[src/i2cev_pkg.sv]
// Package with register map, field positions and state codes of the event status block.
package i2cev_pkg;

    // ------------------------------------------------------------------
    // Register offsets (byte addresses)
    // ------------------------------------------------------------------
    localparam logic [7:0] I2CEV_OFS_STATUS_WORD = 8'h10;
    localparam logic [7:0] I2CEV_OFS_MASK = 8'h2c;
    localparam logic [7:0] I2CEV_OFS_RAW = 8'h30;
    localparam logic [7:0] I2CEV_OFS_MASKED = 8'h34;
    localparam logic [7:0] I2CEV_OFS_CLEAR = 8'h38;

    // ------------------------------------------------------------------
    // Event bit positions
    // ------------------------------------------------------------------
    localparam int I2CEV_BIT_TX_EMPTY = 0;
    localparam int I2CEV_BIT_MASTER_DONE = 19;
    localparam int I2CEV_BIT_SLAVE_DONE = 20;
    localparam int I2CEV_BIT_ARB_LOST = 24;
    localparam int I2CEV_BIT_BUS_ERROR = 25;
    localparam int I2CEV_BIT_NO_STOP = 28;

    // Bits that hold sticky flags; all others except the live TX_EMPTY bit 0 read as zero.
    localparam logic [31:0] I2CEV_STICKY_BITS = 32'h1318_0000;
    localparam logic [31:0] I2CEV_RESET_WORD = 32'h0000_0000;

    // ------------------------------------------------------------------
    // Error_field_a codes of the status word
    // ------------------------------------------------------------------
    localparam logic [2:0] I2CEV_ERROR_FIELD_A_NONE = 3'h0;
    localparam logic [2:0] I2CEV_ERROR_FIELD_A_ARB_LOST = 3'h1;
    localparam logic [2:0] I2CEV_ERROR_FIELD_A_BUS_ERROR_FLAG_START = 3'h2;
    localparam logic [2:0] I2CEV_ERROR_FIELD_A_BUS_ERROR_FLAG_STOP = 3'h3;
    localparam int I2CEV_ERROR_FIELD_A_LSB = 0;
    localparam int I2CEV_OP_LSB = 4;

    // ------------------------------------------------------------------
    // Master arbitration states
    // ------------------------------------------------------------------
    typedef enum logic [3:0] {
        I2CEV_ST_IDLE = 4'b0001,
        I2CEV_ST_MASTER = 4'b0010,
        I2CEV_ST_WAIT_STOP = 4'b0100,
        I2CEV_ST_RETRY = 4'b1000
    } i2cev_state_e;

endpackage : i2cev_pkg

[src/i2cev_event_flags.sv]
// Event flags, masking, interrupt, acknowledge handshake and arbitration handling.
`timescale 1ns/100ps
`default_nettype none
module i2cev_event_flags
    import i2cev_pkg::*;
(
    // Clock and reset
    input wire logic clk_sys_i,
    input wire logic reset_i,
    // Register port
    input wire logic [7:0] reg_addr_i,
    input wire logic [31:0] reg_wdata_i,
    input wire logic reg_wr_i,
    input wire logic reg_rd_i,
    output logic [31:0] reg_rdata_o,
    // Bus pins
    input wire logic scl_i,
    output logic scl_o,
    output logic scl_oe_n_o,
    input wire logic sda_i,
    output logic sda_o,
    output logic sda_oe_n_o,
    // Controller core
    input wire logic core_sda_low_i,
    input wire logic core_scl_low_i,
    input wire logic master_start_i,
    input wire logic master_done_i,
    input wire logic master_stop_req_i,
    input wire logic slave_busy_i,
    input wire logic slave_done_i,
    input wire logic slave_req_i,
    input wire logic expect_cond_i,
    input wire logic tx_fifo_empty_i,
    output logic master_cmd_ready_o,
    output logic slave_notify_o,
    output logic core_abort_o,
    output logic master_retry_o,
    // Interrupt
    output logic irq_o
);

    // ------------------------------------------------------------------
    // State
    // ------------------------------------------------------------------
    typedef struct packed {
        logic [31:0] raw;
        logic [31:0] mask;
        logic [2:0] error_field_a;
        logic [1:0] op;
        i2cev_state_e state;
        logic [31:0] rdata;
        logic irq;
        logic scl_oe_n;
        logic sda_oe_n;
        logic cmd_ready;
        logic slave_notify;
        logic abort;
        logic retry;
    } i2cev_flags_s;

    i2cev_flags_s r;
    i2cev_flags_s next_r;

    logic [1:0] pins_sync;
    logic start_det;
    logic stop_det;
    logic scl_rise;
    logic bus_busy;

    // ------------------------------------------------------------------
    // Pin synchronisation and line conditions
    // ------------------------------------------------------------------
    i2cev_sync #(
        .WIDTH(2)
    ) u_sync (
        .clk_sys_i(clk_sys_i),
        .reset_i(reset_i),
        .async_i({scl_i, sda_i}),
        .sync_o(pins_sync)
    );

    i2cev_line_watch u_watch (
        .clk_sys_i(clk_sys_i),
        .reset_i(reset_i),
        .scl_i(pins_sync[1]),
        .sda_i(pins_sync[0]),
        .start_o(start_det),
        .stop_o(stop_det),
        .scl_rise_o(scl_rise),
        .bus_busy_o(bus_busy)
    );

    // Raw view: sticky flags plus the live transmit FIFO empty level.
    function automatic logic [31:0] raw_view(input logic [31:0] flags, input logic tx_empty);
        logic [31:0] v;
        v = flags & I2CEV_STICKY_BITS;
        v[I2CEV_BIT_TX_EMPTY] = tx_empty;
        return v;
    endfunction : raw_view

    // ------------------------------------------------------------------
    // Next state
    // ------------------------------------------------------------------
    logic [31:0] set_bits;
    logic [31:0] clr_bits;
    logic [31:0] masked;
    logic ack_pending;
    logic arb_lost;
    logic bus_err;
    logic in_transfer;

    always_comb begin
        next_r = r;
        set_bits = '0;
        clr_bits = '0;
        in_transfer = (r.state == I2CEV_ST_MASTER) || slave_busy_i;
        // A bit sent as one that reads back zero means another master won.
        arb_lost = (r.state == I2CEV_ST_MASTER) && scl_rise && !core_sda_low_i
            && !pins_sync[0];
        bus_err = in_transfer && !expect_cond_i && (start_det || stop_det);
        ack_pending = r.raw[I2CEV_BIT_SLAVE_DONE] || r.raw[I2CEV_BIT_NO_STOP]
            || r.raw[I2CEV_BIT_MASTER_DONE];

        set_bits[I2CEV_BIT_SLAVE_DONE] = slave_done_i;
        set_bits[I2CEV_BIT_MASTER_DONE] = master_done_i && master_stop_req_i;
        set_bits[I2CEV_BIT_NO_STOP] = master_done_i && !master_stop_req_i;
        set_bits[I2CEV_BIT_ARB_LOST] = arb_lost;
        set_bits[I2CEV_BIT_BUS_ERROR] = bus_err;

        if (reg_wr_i && reg_addr_i == I2CEV_OFS_CLEAR) begin
            clr_bits = reg_wdata_i;
        end
        if (reg_wr_i && reg_addr_i == I2CEV_OFS_MASK) begin
            next_r.mask = reg_wdata_i;
        end
        // A flag set in the same cycle as its clear stays set.
        next_r.raw = ((r.raw & ~clr_bits) | set_bits) & I2CEV_STICKY_BITS;

        // Status word error_field_a code.
        if (arb_lost) begin
            next_r.error_field_a = I2CEV_ERROR_FIELD_A_ARB_LOST;
            next_r.op = 2'h1;
        end else if (bus_err) begin
            next_r.error_field_a = start_det ? I2CEV_ERROR_FIELD_A_BUS_ERROR_FLAG_START : I2CEV_ERROR_FIELD_A_BUS_ERROR_FLAG_STOP;
            next_r.op = (r.state == I2CEV_ST_MASTER) ? 2'h1 : 2'h2;
        end else if (master_start_i && r.cmd_ready) begin
            next_r.error_field_a = I2CEV_ERROR_FIELD_A_NONE;
            next_r.op = 2'h0;
        end

        // Master arbitration state machine.
        next_r.retry = 1'b0;
        next_r.abort = arb_lost || bus_err;
        unique case (r.state)
            I2CEV_ST_IDLE: begin
                if (master_start_i && r.cmd_ready) begin
                    next_r.state = I2CEV_ST_MASTER;
                end
            end
            I2CEV_ST_MASTER: begin
                if (arb_lost) begin
                    next_r.state = I2CEV_ST_WAIT_STOP;
                end else if (bus_err || master_done_i) begin
                    // A master bus error drops the transfer; the core is aborted.
                    next_r.state = I2CEV_ST_IDLE;
                end
            end
            I2CEV_ST_WAIT_STOP: begin
                if (stop_det || !bus_busy) begin
                    next_r.state = I2CEV_ST_RETRY;
                end
            end
            I2CEV_ST_RETRY: begin
                next_r.retry = 1'b1;
                next_r.state = I2CEV_ST_MASTER;
            end
            default: begin
                next_r.state = I2CEV_ST_IDLE;
            end
        endcase

        // Acknowledge handshake gates commands and slave notices.
        next_r.cmd_ready = !(next_r.raw[I2CEV_BIT_SLAVE_DONE] || next_r.raw[I2CEV_BIT_NO_STOP]
            || next_r.raw[I2CEV_BIT_MASTER_DONE]) && next_r.state == I2CEV_ST_IDLE;
        next_r.slave_notify = slave_req_i && !ack_pending;

        // Clock stretching while a slave-done or no-stop acknowledge is pending, or a master-done one with a slave request.
        next_r.scl_oe_n = !(core_scl_low_i || r.raw[I2CEV_BIT_SLAVE_DONE]
            || r.raw[I2CEV_BIT_NO_STOP]
            || (r.raw[I2CEV_BIT_MASTER_DONE] && slave_req_i));
        // Data line is released after a lost arbitration.
        next_r.sda_oe_n = !(core_sda_low_i && !arb_lost
            && next_r.state != I2CEV_ST_WAIT_STOP);

        masked = raw_view(next_r.raw, tx_fifo_empty_i) & next_r.mask;
        next_r.irq = |masked;

        next_r.rdata = '0;
        if (reg_rd_i) begin
            unique case (reg_addr_i)
                I2CEV_OFS_RAW: next_r.rdata = raw_view(r.raw, tx_fifo_empty_i);
                I2CEV_OFS_MASKED: begin
                    next_r.rdata = raw_view(r.raw, tx_fifo_empty_i) & r.mask;
                end
                I2CEV_OFS_MASK: next_r.rdata = r.mask;
                I2CEV_OFS_STATUS_WORD: begin
                    next_r.rdata[I2CEV_ERROR_FIELD_A_LSB +: 3] = r.error_field_a;
                    next_r.rdata[I2CEV_OP_LSB +: 2] = r.op;
                end
                default: next_r.rdata = '0;
            endcase
        end
    end

    // ------------------------------------------------------------------
    // Registers
    // ------------------------------------------------------------------
    always_ff @(posedge clk_sys_i) begin
        if (reset_i) begin
            r.raw <= I2CEV_RESET_WORD;
            r.mask <= I2CEV_RESET_WORD;
            r.error_field_a <= I2CEV_ERROR_FIELD_A_NONE;
            r.op <= 2'h0;
            r.state <= I2CEV_ST_IDLE;
            r.rdata <= '0;
            r.irq <= 1'b0;
            r.scl_oe_n <= 1'b1;
            r.sda_oe_n <= 1'b1;
            r.cmd_ready <= 1'b0;
            r.slave_notify <= 1'b0;
            r.abort <= 1'b0;
            r.retry <= 1'b0;
        end else begin
            r <= next_r;
        end
    end

    assign reg_rdata_o = r.rdata;
    assign scl_o = 1'b0;
    assign scl_oe_n_o = r.scl_oe_n;
    assign sda_o = 1'b0;
    assign sda_oe_n_o = r.sda_oe_n;
    assign master_cmd_ready_o = r.cmd_ready;
    assign slave_notify_o = r.slave_notify;
    assign core_abort_o = r.abort;
    assign master_retry_o = r.retry;
    assign irq_o = r.irq;

endmodule : i2cev_event_flags
`default_nettype wire

[src/i2cev_sync.sv]
// Two-stage synchroniser for pin inputs.
`timescale 1ns/100ps
`default_nettype none
module i2cev_sync
    import i2cev_pkg::*;
#(
    parameter int WIDTH = 2
) (
    // Clock and reset
    input wire logic clk_sys_i,
    input wire logic reset_i,
    // Data
    input wire logic [WIDTH-1:0] async_i,
    output logic [WIDTH-1:0] sync_o
);

    typedef struct packed {
        logic [WIDTH-1:0] stage1;
        logic [WIDTH-1:0] stage2;
    } i2cev_sync_s;

    i2cev_sync_s r;
    i2cev_sync_s next_r;

    always_comb begin
        next_r = r;
        next_r.stage1 = async_i;
        next_r.stage2 = r.stage1;
    end

    // Idle bus lines are high, so the stages reset to one.
    always_ff @(posedge clk_sys_i) begin
        if (reset_i) begin
            r <= '1;
        end else begin
            r <= next_r;
        end
    end

    assign sync_o = r.stage2;

endmodule : i2cev_sync
`default_nettype wire

[src/i2cev_line_watch.sv]
// Start, stop and clock edge detection on the synchronised bus lines.
`timescale 1ns/100ps
`default_nettype none
module i2cev_line_watch
    import i2cev_pkg::*;
(
    // Clock and reset
    input wire logic clk_sys_i,
    input wire logic reset_i,
    // Synchronised lines
    input wire logic scl_i,
    input wire logic sda_i,
    // Detected conditions
    output logic start_o,
    output logic stop_o,
    output logic scl_rise_o,
    output logic bus_busy_o
);

    typedef struct packed {
        logic scl_d;
        logic sda_d;
        logic busy;
    } i2cev_watch_s;

    i2cev_watch_s r;
    i2cev_watch_s next_r;

    always_comb begin
        next_r = r;
        next_r.scl_d = scl_i;
        next_r.sda_d = sda_i;
        if (start_o) begin
            next_r.busy = 1'b1;
        end else if (stop_o) begin
            next_r.busy = 1'b0;
        end
    end

    always_ff @(posedge clk_sys_i) begin
        if (reset_i) begin
            r <= '{scl_d: 1'b1, sda_d: 1'b1, busy: 1'b0};
        end else begin
            r <= next_r;
        end
    end

    // A data edge while the clock stays high is a start or a stop.
    assign start_o = scl_i && r.scl_d && r.sda_d && !sda_i;
    assign stop_o = scl_i && r.scl_d && !r.sda_d && sda_i;
    assign scl_rise_o = scl_i && !r.scl_d;
    assign bus_busy_o = r.busy;

endmodule : i2cev_line_watch
`default_nettype wire

[config.mk]
export PLATFORM = sky130hd
export DESIGN_NAME = i2cev_event_flags
export DESIGN_NICKNAME = d
export VERILOG_FILES = /design/src/i2cev_pkg.sv /design/src/i2cev_event_flags.sv /design/src/i2cev_sync.sv /design/src/i2cev_line_watch.sv
export SDC_FILE = /design/constraint.sdc
export NUM_CORES = 1
export LEC_CHECK = 0
export ABC_CLOCK_PERIOD_IN_PS = 1900
export BUFFER_PORTS_ARGS = -buffer_cell sky130_fd_sc_hd__clkbuf_2
export CAP_MARGIN = 10
export CORE_MARGIN = 1.5
export CORE_UTILIZATION = 47
export DETAILED_ROUTE_END_ITERATION = 8
export PLACE_DENSITY = 0.76
export SYNTH_ARGS = -nofsm -noshare
export SYNTH_HDL_FRONTEND = slang
export SYNTH_SLANG_ARGS = --single-unit
[constraint.sdc]
create_clock -name clk_sys_i -period 1.9 [get_ports clk_sys_i]
set_input_delay 0.57 -clock clk_sys_i [delete_from_list [all_inputs] [get_ports clk_sys_i]]
set_output_delay 0.57 -clock clk_sys_i [all_outputs]
set_load 0.02 [all_outputs]
==> results.toml, run 1 <==
[run_status]
status = "completed"

[floorplan]
start_util = 0.483
fp.dieW_um = 89.4
dieArea_mm2 = 0.00799
core-area_mm2 = 0.00725
rows = 31
die_y_um = 89.4
ios = 97

[grt]
grt_max_degree = 60
grt_pass1_wl_um = 11700
grt_usage = 0.192
antenna_found_initial = 0
grt_pass1_vias = 2581
gr-total-overflow = 0

[route]
avgViaCountPerCell = 4.93
wl_per_cell_um = 13.0
dr_total_vias = 2817
wl_um = 7420
ant_nets = 0
firstDrtPassIters = 4
drcViolationCount = 0
drt-initial-drc-count = 98

[synth]
syn_avg_cell_area_um2 = 9.18
yosysWarningCount = 0
synth.largest_area_cell = "dfxtp_1"
synth_top_area_share = 0.520
synth_seq_cells = 91
yosysUniqueCellTypes = 45
ys_seq_area_frac = 0.520
synth_area_leaders = "dfxtp_1 52%, buf_4 7.3%, nand2_1 6.2%"
syn_inst = 382
syn_area_mm2 = 0.00351

[clock_tree]
cts_tree = "done"
clockBufferDepth = 2
cts_sinks = 91
cts_hold_buf = 0
cts_root_buffer = "clkbuf_8"
clkTransAtPathRegs_ns = 0.09
clk_latency_ns = 0.35
cts_buffers = 9
htree_levels = 3

[timing]
fmax_mhz = 538
fin_crit_ns = 1.86
hold_viol_final = 0
post-route-period-util = 0.979
maxSlewViolCount = 0
fin_worst_skew_ns = 0.00640
finalSetupTns_ns = 0
rsz0062_at_grt = "true"
finalSetupViolCount = 0

[layout]
post-route-util = 0.596
final_nets = 523
antenna_cells = 0
layout-drive-gt1-share = 0.364
finalInstanceArea_mm2 = 0.00432
syn2layout_area_growth_pct = 23.2

[worst_setup_path]
cp_max_fo = 3
worst-endpoint-required_ns = 2.14
arrival_ns = 2.11
crit_path_end_kind = "flip-flop"
crit_type = "flip-flop to flip-flop"
start_kind = "flip-flop"

[placement]
dpl.hpwl_um = 5280
io_buffers = 94
postPlaceCellArea_mm2 = 0.00401
globalplace.congestion = 0.907

[run]
timing.max_cap.violations = 0

[power_and_ir_drop]
leakage_nw = 1.87
power.density_mw_per_mm2 = 801
irDropWorstVdd_uv = 539

[hold_path]
hold_path_class = "input port to flip-flop"
routing by layer:
layer | global-route usage | share of wire | vias to the layer above
met5 | 0 | 0 | -
met1 | 0.240 | 0.45 | 1300
met4 | 0.0769 | 0.012 | 0
li1 | - | - | 1408
met2 | 0.321 | 0.48 | 102
met3 | 0.0452 | 0.059 | 7
cells in the mapped netlist (all sizes together):
cell type,number
dfxtp,91
nand2,58
a21oi,35
buf,35
and2,27
nor2,22
clkbuf,17
a22oi,11
nor2b,10
or2,9
a21o,5
inv,5
mux2,5
o21ai,5
nor3,4
nor3b,4
nor4b,4
and3,3
nand4,3
a2111oi,2
a21boi,2
mux2i,2
nor4,2
o21ba,2
or3,2
a211oi,1
a221oi,1
a22o,1
a2bb2oi,1
a31oi,1
a41oi,1
and4b,1
conb,1
nand2b,1
nand3,1
nand3b,1
nor4bb,1
o21a,1
o32ai,1
or4,1
or4b,1
xnor2,1
stage by stage:
stage / cells / power [mW] / worst slack [ns] / hold WS, ns
after floorplan: 383 / 2.06 / -0.00199 / 0.389
after global placement: 550 / 2.17 / -0.0380 / 0.393
after detailed placement: 550 / 2.17 / -0.0772 / 0.394
after CTS: 568 / 3.48 / -0.0101 / 0.383
after global routing: 571 / 3.59 / -0.0221 / 0.370
final: 571 / 3.46 / 0.0397 / 0.392
cell type report:
cell class | count | area [um2]
repair buffers | 125 | 736
clock inverters | 3 | 46.3
fillers | 653 | 2930
multi-input cells | 235 | 1410
inverters | 5 | 18.8
flip-flops and latches | 91 | 1820
clock buffers | 13 | 159
well taps | 99 | 124
placed cells by master (no fill, tap or decap), types with 9 or more instances in the layout:
cell type  count
nor2b_1       10
clkbuf_8      11
nor2_1        22
nand2_1       58
dfxtp_1       89
buf_4         27
a21oi_1       33
a22oi_1       11
and2_1        26
clkbuf_2      94
or2_2          9
registers in the layout, summed over array words and instances (netlist names):
| signal | flops |
|---|---|
| r | 45 |
| reg_rdata_o | 32 |
| u_sync.next_r | 2 |
| u_sync.sync_o | 2 |
| u_watch.r | 2 |
| core_abort_o | 1 |
| irq_o | 1 |
| master_cmd_ready_o | 1 |
| master_retry_o | 1 |
| scl_oe_n_o | 1 |
| sda_oe_n_o | 1 |
| slave_notify_o | 1 |
| u_watch.bus_busy_o | 1 |
logic make-up (layout without fill, tap and decap cells):
logic type,after synthesis,after routing,share of synthesized area
buffers and inverters,57,146,0.0974
flip-flops,91,91,0.520
other,1,2,0.00107
XOR/XNOR,1,1,0.00250
AO/OA/AOI/OAI,70,70,0.130
multiplexers,7,7,0.0218
AND/OR/NAND/NOR,155,155,0.227
critical path, cell delays in order, from the launching register on:
cell and delay [ns]:
dfxtp_2 0.33, or4b_4 0.56, a2111oi_4 0.35, buf_4 0.20, a21oi_2 0.05, a211oi_2 0.22, nor2_1 0.05
report_power, final:
part	internal (mW)	total, mW	switching [mW]
Sequential	1.92	1.94	0.0158
Combinational	0.0940	0.192	0.0979
Clock	0.684	1.33	0.645
path summary, 6_finish.rpt:
kind | startpoint | to | slack [ns] | depth (start not counted)
max | r[41] | r[45] | 0.04 | 6
max reg2reg | r[41] | r[45] | 0.04 | 6
min reg2reg | u_sync.next_r[1] | u_sync.sync_o[1] | 0.42 | 1
min | sda_i | u_sync.next_r[0] | 0.39 | 2
what timing repair did:
item                                    CTS  global route
setup buffers                             2             3
endpoints found under the hold margin     0             0
endpoints found under the setup margin    2            11
resized for setup                         6            11
pin swaps                                 7             9
No activity file was read; power rests on OpenSTA's default activity.
==> inputs of run 2 (changes only) <==
--- a/config.mk
+++ b/config.mk
@@ -5,13 +5,14 @@
 export SDC_FILE = /design/constraint.sdc
 export NUM_CORES = 1
 export LEC_CHECK = 0
+export ABC_AREA = 1
 export ABC_CLOCK_PERIOD_IN_PS = 1900
 export BUFFER_PORTS_ARGS = -buffer_cell sky130_fd_sc_hd__clkbuf_2
 export CAP_MARGIN = 10
 export CORE_MARGIN = 1.5
 export CORE_UTILIZATION = 47
 export DETAILED_ROUTE_END_ITERATION = 8
-export PLACE_DENSITY = 0.76
+export PLACE_DENSITY = 0.75
 export SYNTH_ARGS = -nofsm -noshare
 export SYNTH_HDL_FRONTEND = slang
 export SYNTH_SLANG_ARGS = --single-unit
==> results.toml, run 2 <==
[run_status]
status = "completed"

[timing]
hold_viol_final = 0
fin_hold_ws_ns = 0.401
fin_worst_skew_ns = 0.00503
maxSlewViolCount = 0
post-route-period-util = 0.787
rsz0062_at_grt = "false"
fmax_mhz = 669
fin_crit_ns = 1.50
setup_slack_ns = 0.404
finalSetupTns_ns = 0
finalSetupViolCount = 0

[worst_setup_path]
regToRegSetupSlack_ns = 0.44
r2r_cells = 11
worst_r2r_endpoint = "r[39]"
arrival_ns = 1.73
start_kind = "input port"
cp_max_fo = 30
cp_top_family = "simple AND/OR/NAND/NOR gates"
crit_path_end_kind = "flip-flop"
cpMaxStageDelayCell = "buf_4"
cp_num_buf_inv = 3
crit_chain = "clkbuf_2 > inv_1 > nand2_2 > nor2_4 > nand3_4 > buf_4 > o21ai_0 > a21oi_1"
worst-endpoint-required_ns = 2.13
crit_type = "input port to flip-flop"
cpPeakStageDelay_ns = 0.27
r2r_start = "r[42]"

[synth]
synth_area_leaders = "dfxtp_1 50%, buf_4 7.2%, a21oi_1 6.6%"
synth_most_common_cell = "dfxtp_1"
synth_top_area_share = 0.502
yosysUniqueCellTypes = 29
async_flop_share = 0
synth_seq_cells = 91
synth_edf_count = 0
syn_inst = 451
yosysWarningCount = 0
syn_area_mm2 = 0.00363
synth.largest_area_cell = "dfxtp_1"
synth_common_cells = "91 x dfxtp_1, 58 x inv_1, 58 x nand2_1, 48 x a21oi_1, 42 x nor2_1"
ys.flop_type = "dfxtp_1"
ys_seq_area_frac = 0.502
syn_avg_cell_area_um2 = 8.04

[layout]
layout-drive-gt1-share = 0.282
largest_register_ffs = 45
final_common_cell = "clkbuf_2"
final_nets = 573
antenna_cells = 0
ff_latch_area_mm2 = 0.00182
syn2layout_area_growth_pct = 15.8
nFillCells = 712
top_register = "r"
final_cell_mix = "94 x clkbuf_2, 91 x dfxtp_1, 58 x inv_1, 58 x nand2_1, 48 x a21oi_1"
finalInstanceArea_mm2 = 0.00420
multiInputGateArea_mm2 = 0.00124

[grt]
grt_usage = 0.184
gr-total-overflow = 0
grt_pass1_wl_um = 12400
antenna_found_initial = 0
grt_pass1_vias = 2889
grt_max_degree = 31

[placement]
globalplace.congestion = 0.939
dp_slack_ns = 0.0622
io_buffers = 94
postPlaceCellArea_mm2 = 0.00395
dpl.hpwl_um = 5660

[power_and_ir_drop]
irDropWorstVdd_uv = 450
finalPower_mw = 3.71
leakage_nw = 1.84
power.density_mw_per_mm2 = 883

[clock_tree]
post_cts.repair.setup_buffers = 0
clockBufferDepth = 2
cts_sinks = 91
clk_latency_ns = 0.35
cts_resized = 0
cts_buffers = 9
cts_tree = "done"
cts_hold_buf = 0
cts_root_buffer = "clkbuf_8"
htree_levels = 3
clkTransAtPathRegs_ns = 0.09

[floorplan]
die_y_um = 90.9
core-area_mm2 = 0.00737
fp.dieW_um = 90.9
rows = 31
dieArea_mm2 = 0.00825
start_util = 0.492
ios = 97

[route]
m1WireLength_um = 3430
wl_per_cell_um = 11.8
drt-initial-drc-count = 154
drcViolationCount = 0
routed.top_layer = "met4"
dr_total_vias = 3005
wl_met3_um = 430
wl_um = 7350
avgViaCountPerCell = 4.84
wl_met2_um = 3360
ant_nets = 0
firstDrtPassIters = 4

[hold_path]
worstHoldStart = "sda_i"
hold_path_class = "input port to flip-flop"
hold_end = "u_sync.next_r[0]"
hold_depth = 2

[run]
timing.max_cap.violations = 0
-- run 2: cell types whose count changed in the layout (fill, tap and decap cells not counted), moves of 18 or more --
cell	delta
buf_4	-18
o21ai_1	+26
nand3_1	+18
inv_1	+53
nor2_1	+20
and2_1	-26
-- run 2: metal layers --
metal | global-route usage | vias to the layer above
met3 | 0.0362 | 15
met1 | 0.242 | 1354
met5 | 0 | -
li1 | - | 1535
met4 | 0.0781 | 0
met2 | 0.295 | 101
-- run 2: logic make-up after synthesis --
group	count (synthesis)	synth area share
buffers and inverters	110	0.157
AND/OR/NAND/NOR	157	0.205
flip-flops	91	0.502
AO/OA/AOI/OAI	92	0.135
other	1	0.00103
-- run 2: worst register-to-register path: stages, from the launching register on --
cell and delay, ns:
dfxtp_1 0.34, inv_1 0.05, nand2_1 0.11, nor2_2 0.07
nor2_1 0.15, nor2_2 0.06, nand2_2 0.12, nand2_1 0.08
inv_1 0.07, nand2_1 0.05, a21oi_1 0.18, nand2_1 0.07
-- run 2: worst max-delay path by stage --
stage,depth (start not counted),endpoint,start,slack (ns)
finish,8,r[74],reg_addr_i[0],0.40
global placement,9,reg_rdata_o[24],reg_addr_i[4],0.09
global route,8,r[74],reg_addr_i[0],0.28
floorplan,11,irq_o,reg_addr_i[4],0.36
detailed placement,8,r[71],reg_addr_i[0],0.06
CTS,8,r[74],reg_addr_i[0],0.43
-- run 2: per-stage QoR --
stage | std cells | utilization
finish | 621 | 0.570
global route | 621 | 0.570
CTS | 621 | 0.570
detailed placement | 605 | 0.537
global placement | 605 | 0.537
floorplan | 452 | -
-- run 2: power breakdown --
group          switching (mW)  internal (mW)  total [mW]  leakage, nW
Clock                   0.674          0.883        1.56        0.116
Sequential             0.0125           1.93        1.94        0.736
Combinational           0.127         0.0857       0.213        0.988
-- run 2: cell type report --
type | count | area share
inverter | 61 | 0.0545
timing repair buffer | 103 | 0.128
clock buffer | 9 | 0.0295
clock inverter | 7 | 0.0292
tap | 99 | 0.0295
multi-input combinational | 251 | 0.296
sequential | 91 | 0.434
==> inputs of run 3 (changes only) <==
--- a/config.mk
+++ b/config.mk
@@ -6,13 +6,13 @@
 export NUM_CORES = 1
 export LEC_CHECK = 0
 export ABC_AREA = 1
-export ABC_CLOCK_PERIOD_IN_PS = 1900
+export ABC_CLOCK_PERIOD_IN_PS = 1450
 export BUFFER_PORTS_ARGS = -buffer_cell sky130_fd_sc_hd__clkbuf_2
 export CAP_MARGIN = 10
 export CORE_MARGIN = 1.5
-export CORE_UTILIZATION = 47
+export CORE_UTILIZATION = 50
 export DETAILED_ROUTE_END_ITERATION = 8
-export PLACE_DENSITY = 0.75
+export PLACE_DENSITY = 0.76
 export SYNTH_ARGS = -nofsm -noshare
 export SYNTH_HDL_FRONTEND = slang
 export SYNTH_SLANG_ARGS = --single-unit
==> constraint.sdc (replaced) <==
create_clock -name clk_sys_i -period 1.45 [get_ports clk_sys_i]
set_input_delay 0.435 -clock clk_sys_i [delete_from_list [all_inputs] [get_ports clk_sys_i]]
set_output_delay 0.435 -clock clk_sys_i [all_outputs]
set_load 0.02 [all_outputs]
==> results.toml, run 3 (synthesized netlist as in run 2, its figures left out) <==
[power_and_ir_drop]
finalPower_mw = 4.65
power.density_mw_per_mm2 = 1070
p_int_mw = 3.50
irDropWorstVdd_uv = 850
power_frac_comb = 0.065
clkPwrFrac = 0.388
leakage_nw = 1.91
switchingPower_mw = 1.15
seqPwrFrac = 0.547
netSwitchingFraction = 0.247

[timing]
fin_crit_ns = 1.37
hold_viol_final = 0
post-route-period-util = 0.942
fmax_mhz = 732
finalSetupViolCount = 0
fin_worst_skew_ns = 0.00881
maxSlewViolCount = 0
fin_hold_ws_ns = 0.260
finalSetupTns_ns = 0
rsz0062_at_grt = "true"
setup_slack_ns = 0.0840

[layout]
final_nets = 586
antenna_cells = 0
post-route-util = 0.629
top_register = "r"
layout-drive-gt1-share = 0.314
multiInputGateArea_mm2 = 0.00127
final_common_cell = "clkbuf_2"
ff_latch_area_mm2 = 0.00183
final_cell_mix = "94 x clkbuf_2, 88 x dfxtp_1, 57 x inv_1, 57 x nand2_1, 47 x a21oi_1"
syn2layout_area_growth_pct = 19.7
nFillCells = 633
largest_register_ffs = 45
fin_cells = 631
finalInstanceArea_mm2 = 0.00434

[clock_tree]
cts_sinks = 91
clk_latency_ns = 0.36
cts_root_buffer = "clkbuf_8"
cts_hold_buf = 0
cts_tree = "done"
htree_levels = 3
cts_buffers = 9
clockBufferDepth = 2
clkTransAtPathRegs_ns = 0.10

[worst_setup_path]
regToRegSetupSlack_ns = 0.08
cpPeakStageDelay_ns = 0.37
cp-startpoint = "u_sync.sync_o[1]"
crit_chain = "nand2_1 > inv_1 > nand2_1 > nand2_1 > nand2_2 > nand2_1 > inv_1 > nand2_1 > a21oi_2 > nand2_1"
cp_num_buf_inv = 2
crit_path_end_kind = "flip-flop"
cp_top_family = "simple AND/OR/NAND/NOR gates"
arrival_ns = 1.61
worst-endpoint-required_ns = 1.70
r2r_start = "u_sync.sync_o[1]"
cp_max_fo = 5
start_kind = "flip-flop"
cpMaxStageDelayCell = "dfxtp_1"
cp_common_cell = "nand2_1"
crit_type = "flip-flop to flip-flop"

[placement]
postPlaceCellArea_mm2 = 0.00409
io_buffers = 94
dp_slack_ns = -0.170
numPlacedInstances = 614
dpl.hpwl_um = 5800
globalplace.congestion = 0.886

[run_status]
status = "completed"

[hold_path]
worstHoldStart = "sda_i"
hold_path_class = "input port to flip-flop"

[grt]
grt_usage = 0.207
gr-total-overflow = 0
grt_max_degree = 53
antenna_found_initial = 0
grt_pass1_wl_um = 12300
grt_pass1_vias = 2755

[route]
ant_nets = 0
firstDrtPassIters = 5
wl_um = 7750
dr_total_vias = 3051
avgViaCountPerCell = 4.84
drcViolationCount = 0
wl_per_cell_um = 12.3
drt-initial-drc-count = 200

[floorplan]
dieArea_mm2 = 0.00777
start_util = 0.525
die_y_um = 88.2
rows = 30
fp.dieW_um = 88.2
ios = 97
core-area_mm2 = 0.00691

[run]
timing.max_cap.violations = 0
==> run 3: cell count changes in the layout (fill, tap and decap cells not counted), sizes merged <==
cell / before / now
buf: 9 / 22
bufinv: 3 / 1
clkinv: 0 / 2
clkinvlp: 2 / 0
inv: 63 / 65
==> run 3: power by group through the flow <==
stage               clock (mW)  combinational [mW]  sequential, mW
global placement             0               0.293            2.60
CTS                       1.85               0.300            2.54
detailed placement           0               0.297            2.60
floorplan                    0               0.142            2.60
finish                    1.80               0.303            2.54
global route              1.96               0.336            2.55
==> run 3: repair_timing <==
action | CTS | global route
hold endpoints to repair | 0 | 0
buffers inserted | 0 | 1
pin swaps | 0 | 2
resized for setup | 1 | 9
setup endpoints to repair | 2 | 6
==> run 3: final cells by class <==
cell class,count,share of cell area
timing repair buffer,116,0.158
clock inverter,7,0.0213
tap,96,0.0277
inverter,61,0.0527
multi-input combinational,251,0.292
clock buffer,9,0.0285
sequential,91,0.420
==> run 3: path summary, 6_finish.rpt <==
path / end / cells after the start
max: r[39] / 10
min: u_sync.next_r[0] / 2
max reg2reg: r[39] / 10
min reg2reg: u_sync.sync_o[0] / 1
==> run 3: layer usage <==
layer	up-vias	GRT usage	part of all wire
li1	1568	-	-
met1	1380	0.270	0.45
met2	90	0.340	0.48
met3	13	0.0377	0.053
met4	0	0.0838	0.015
met5	-	0	0
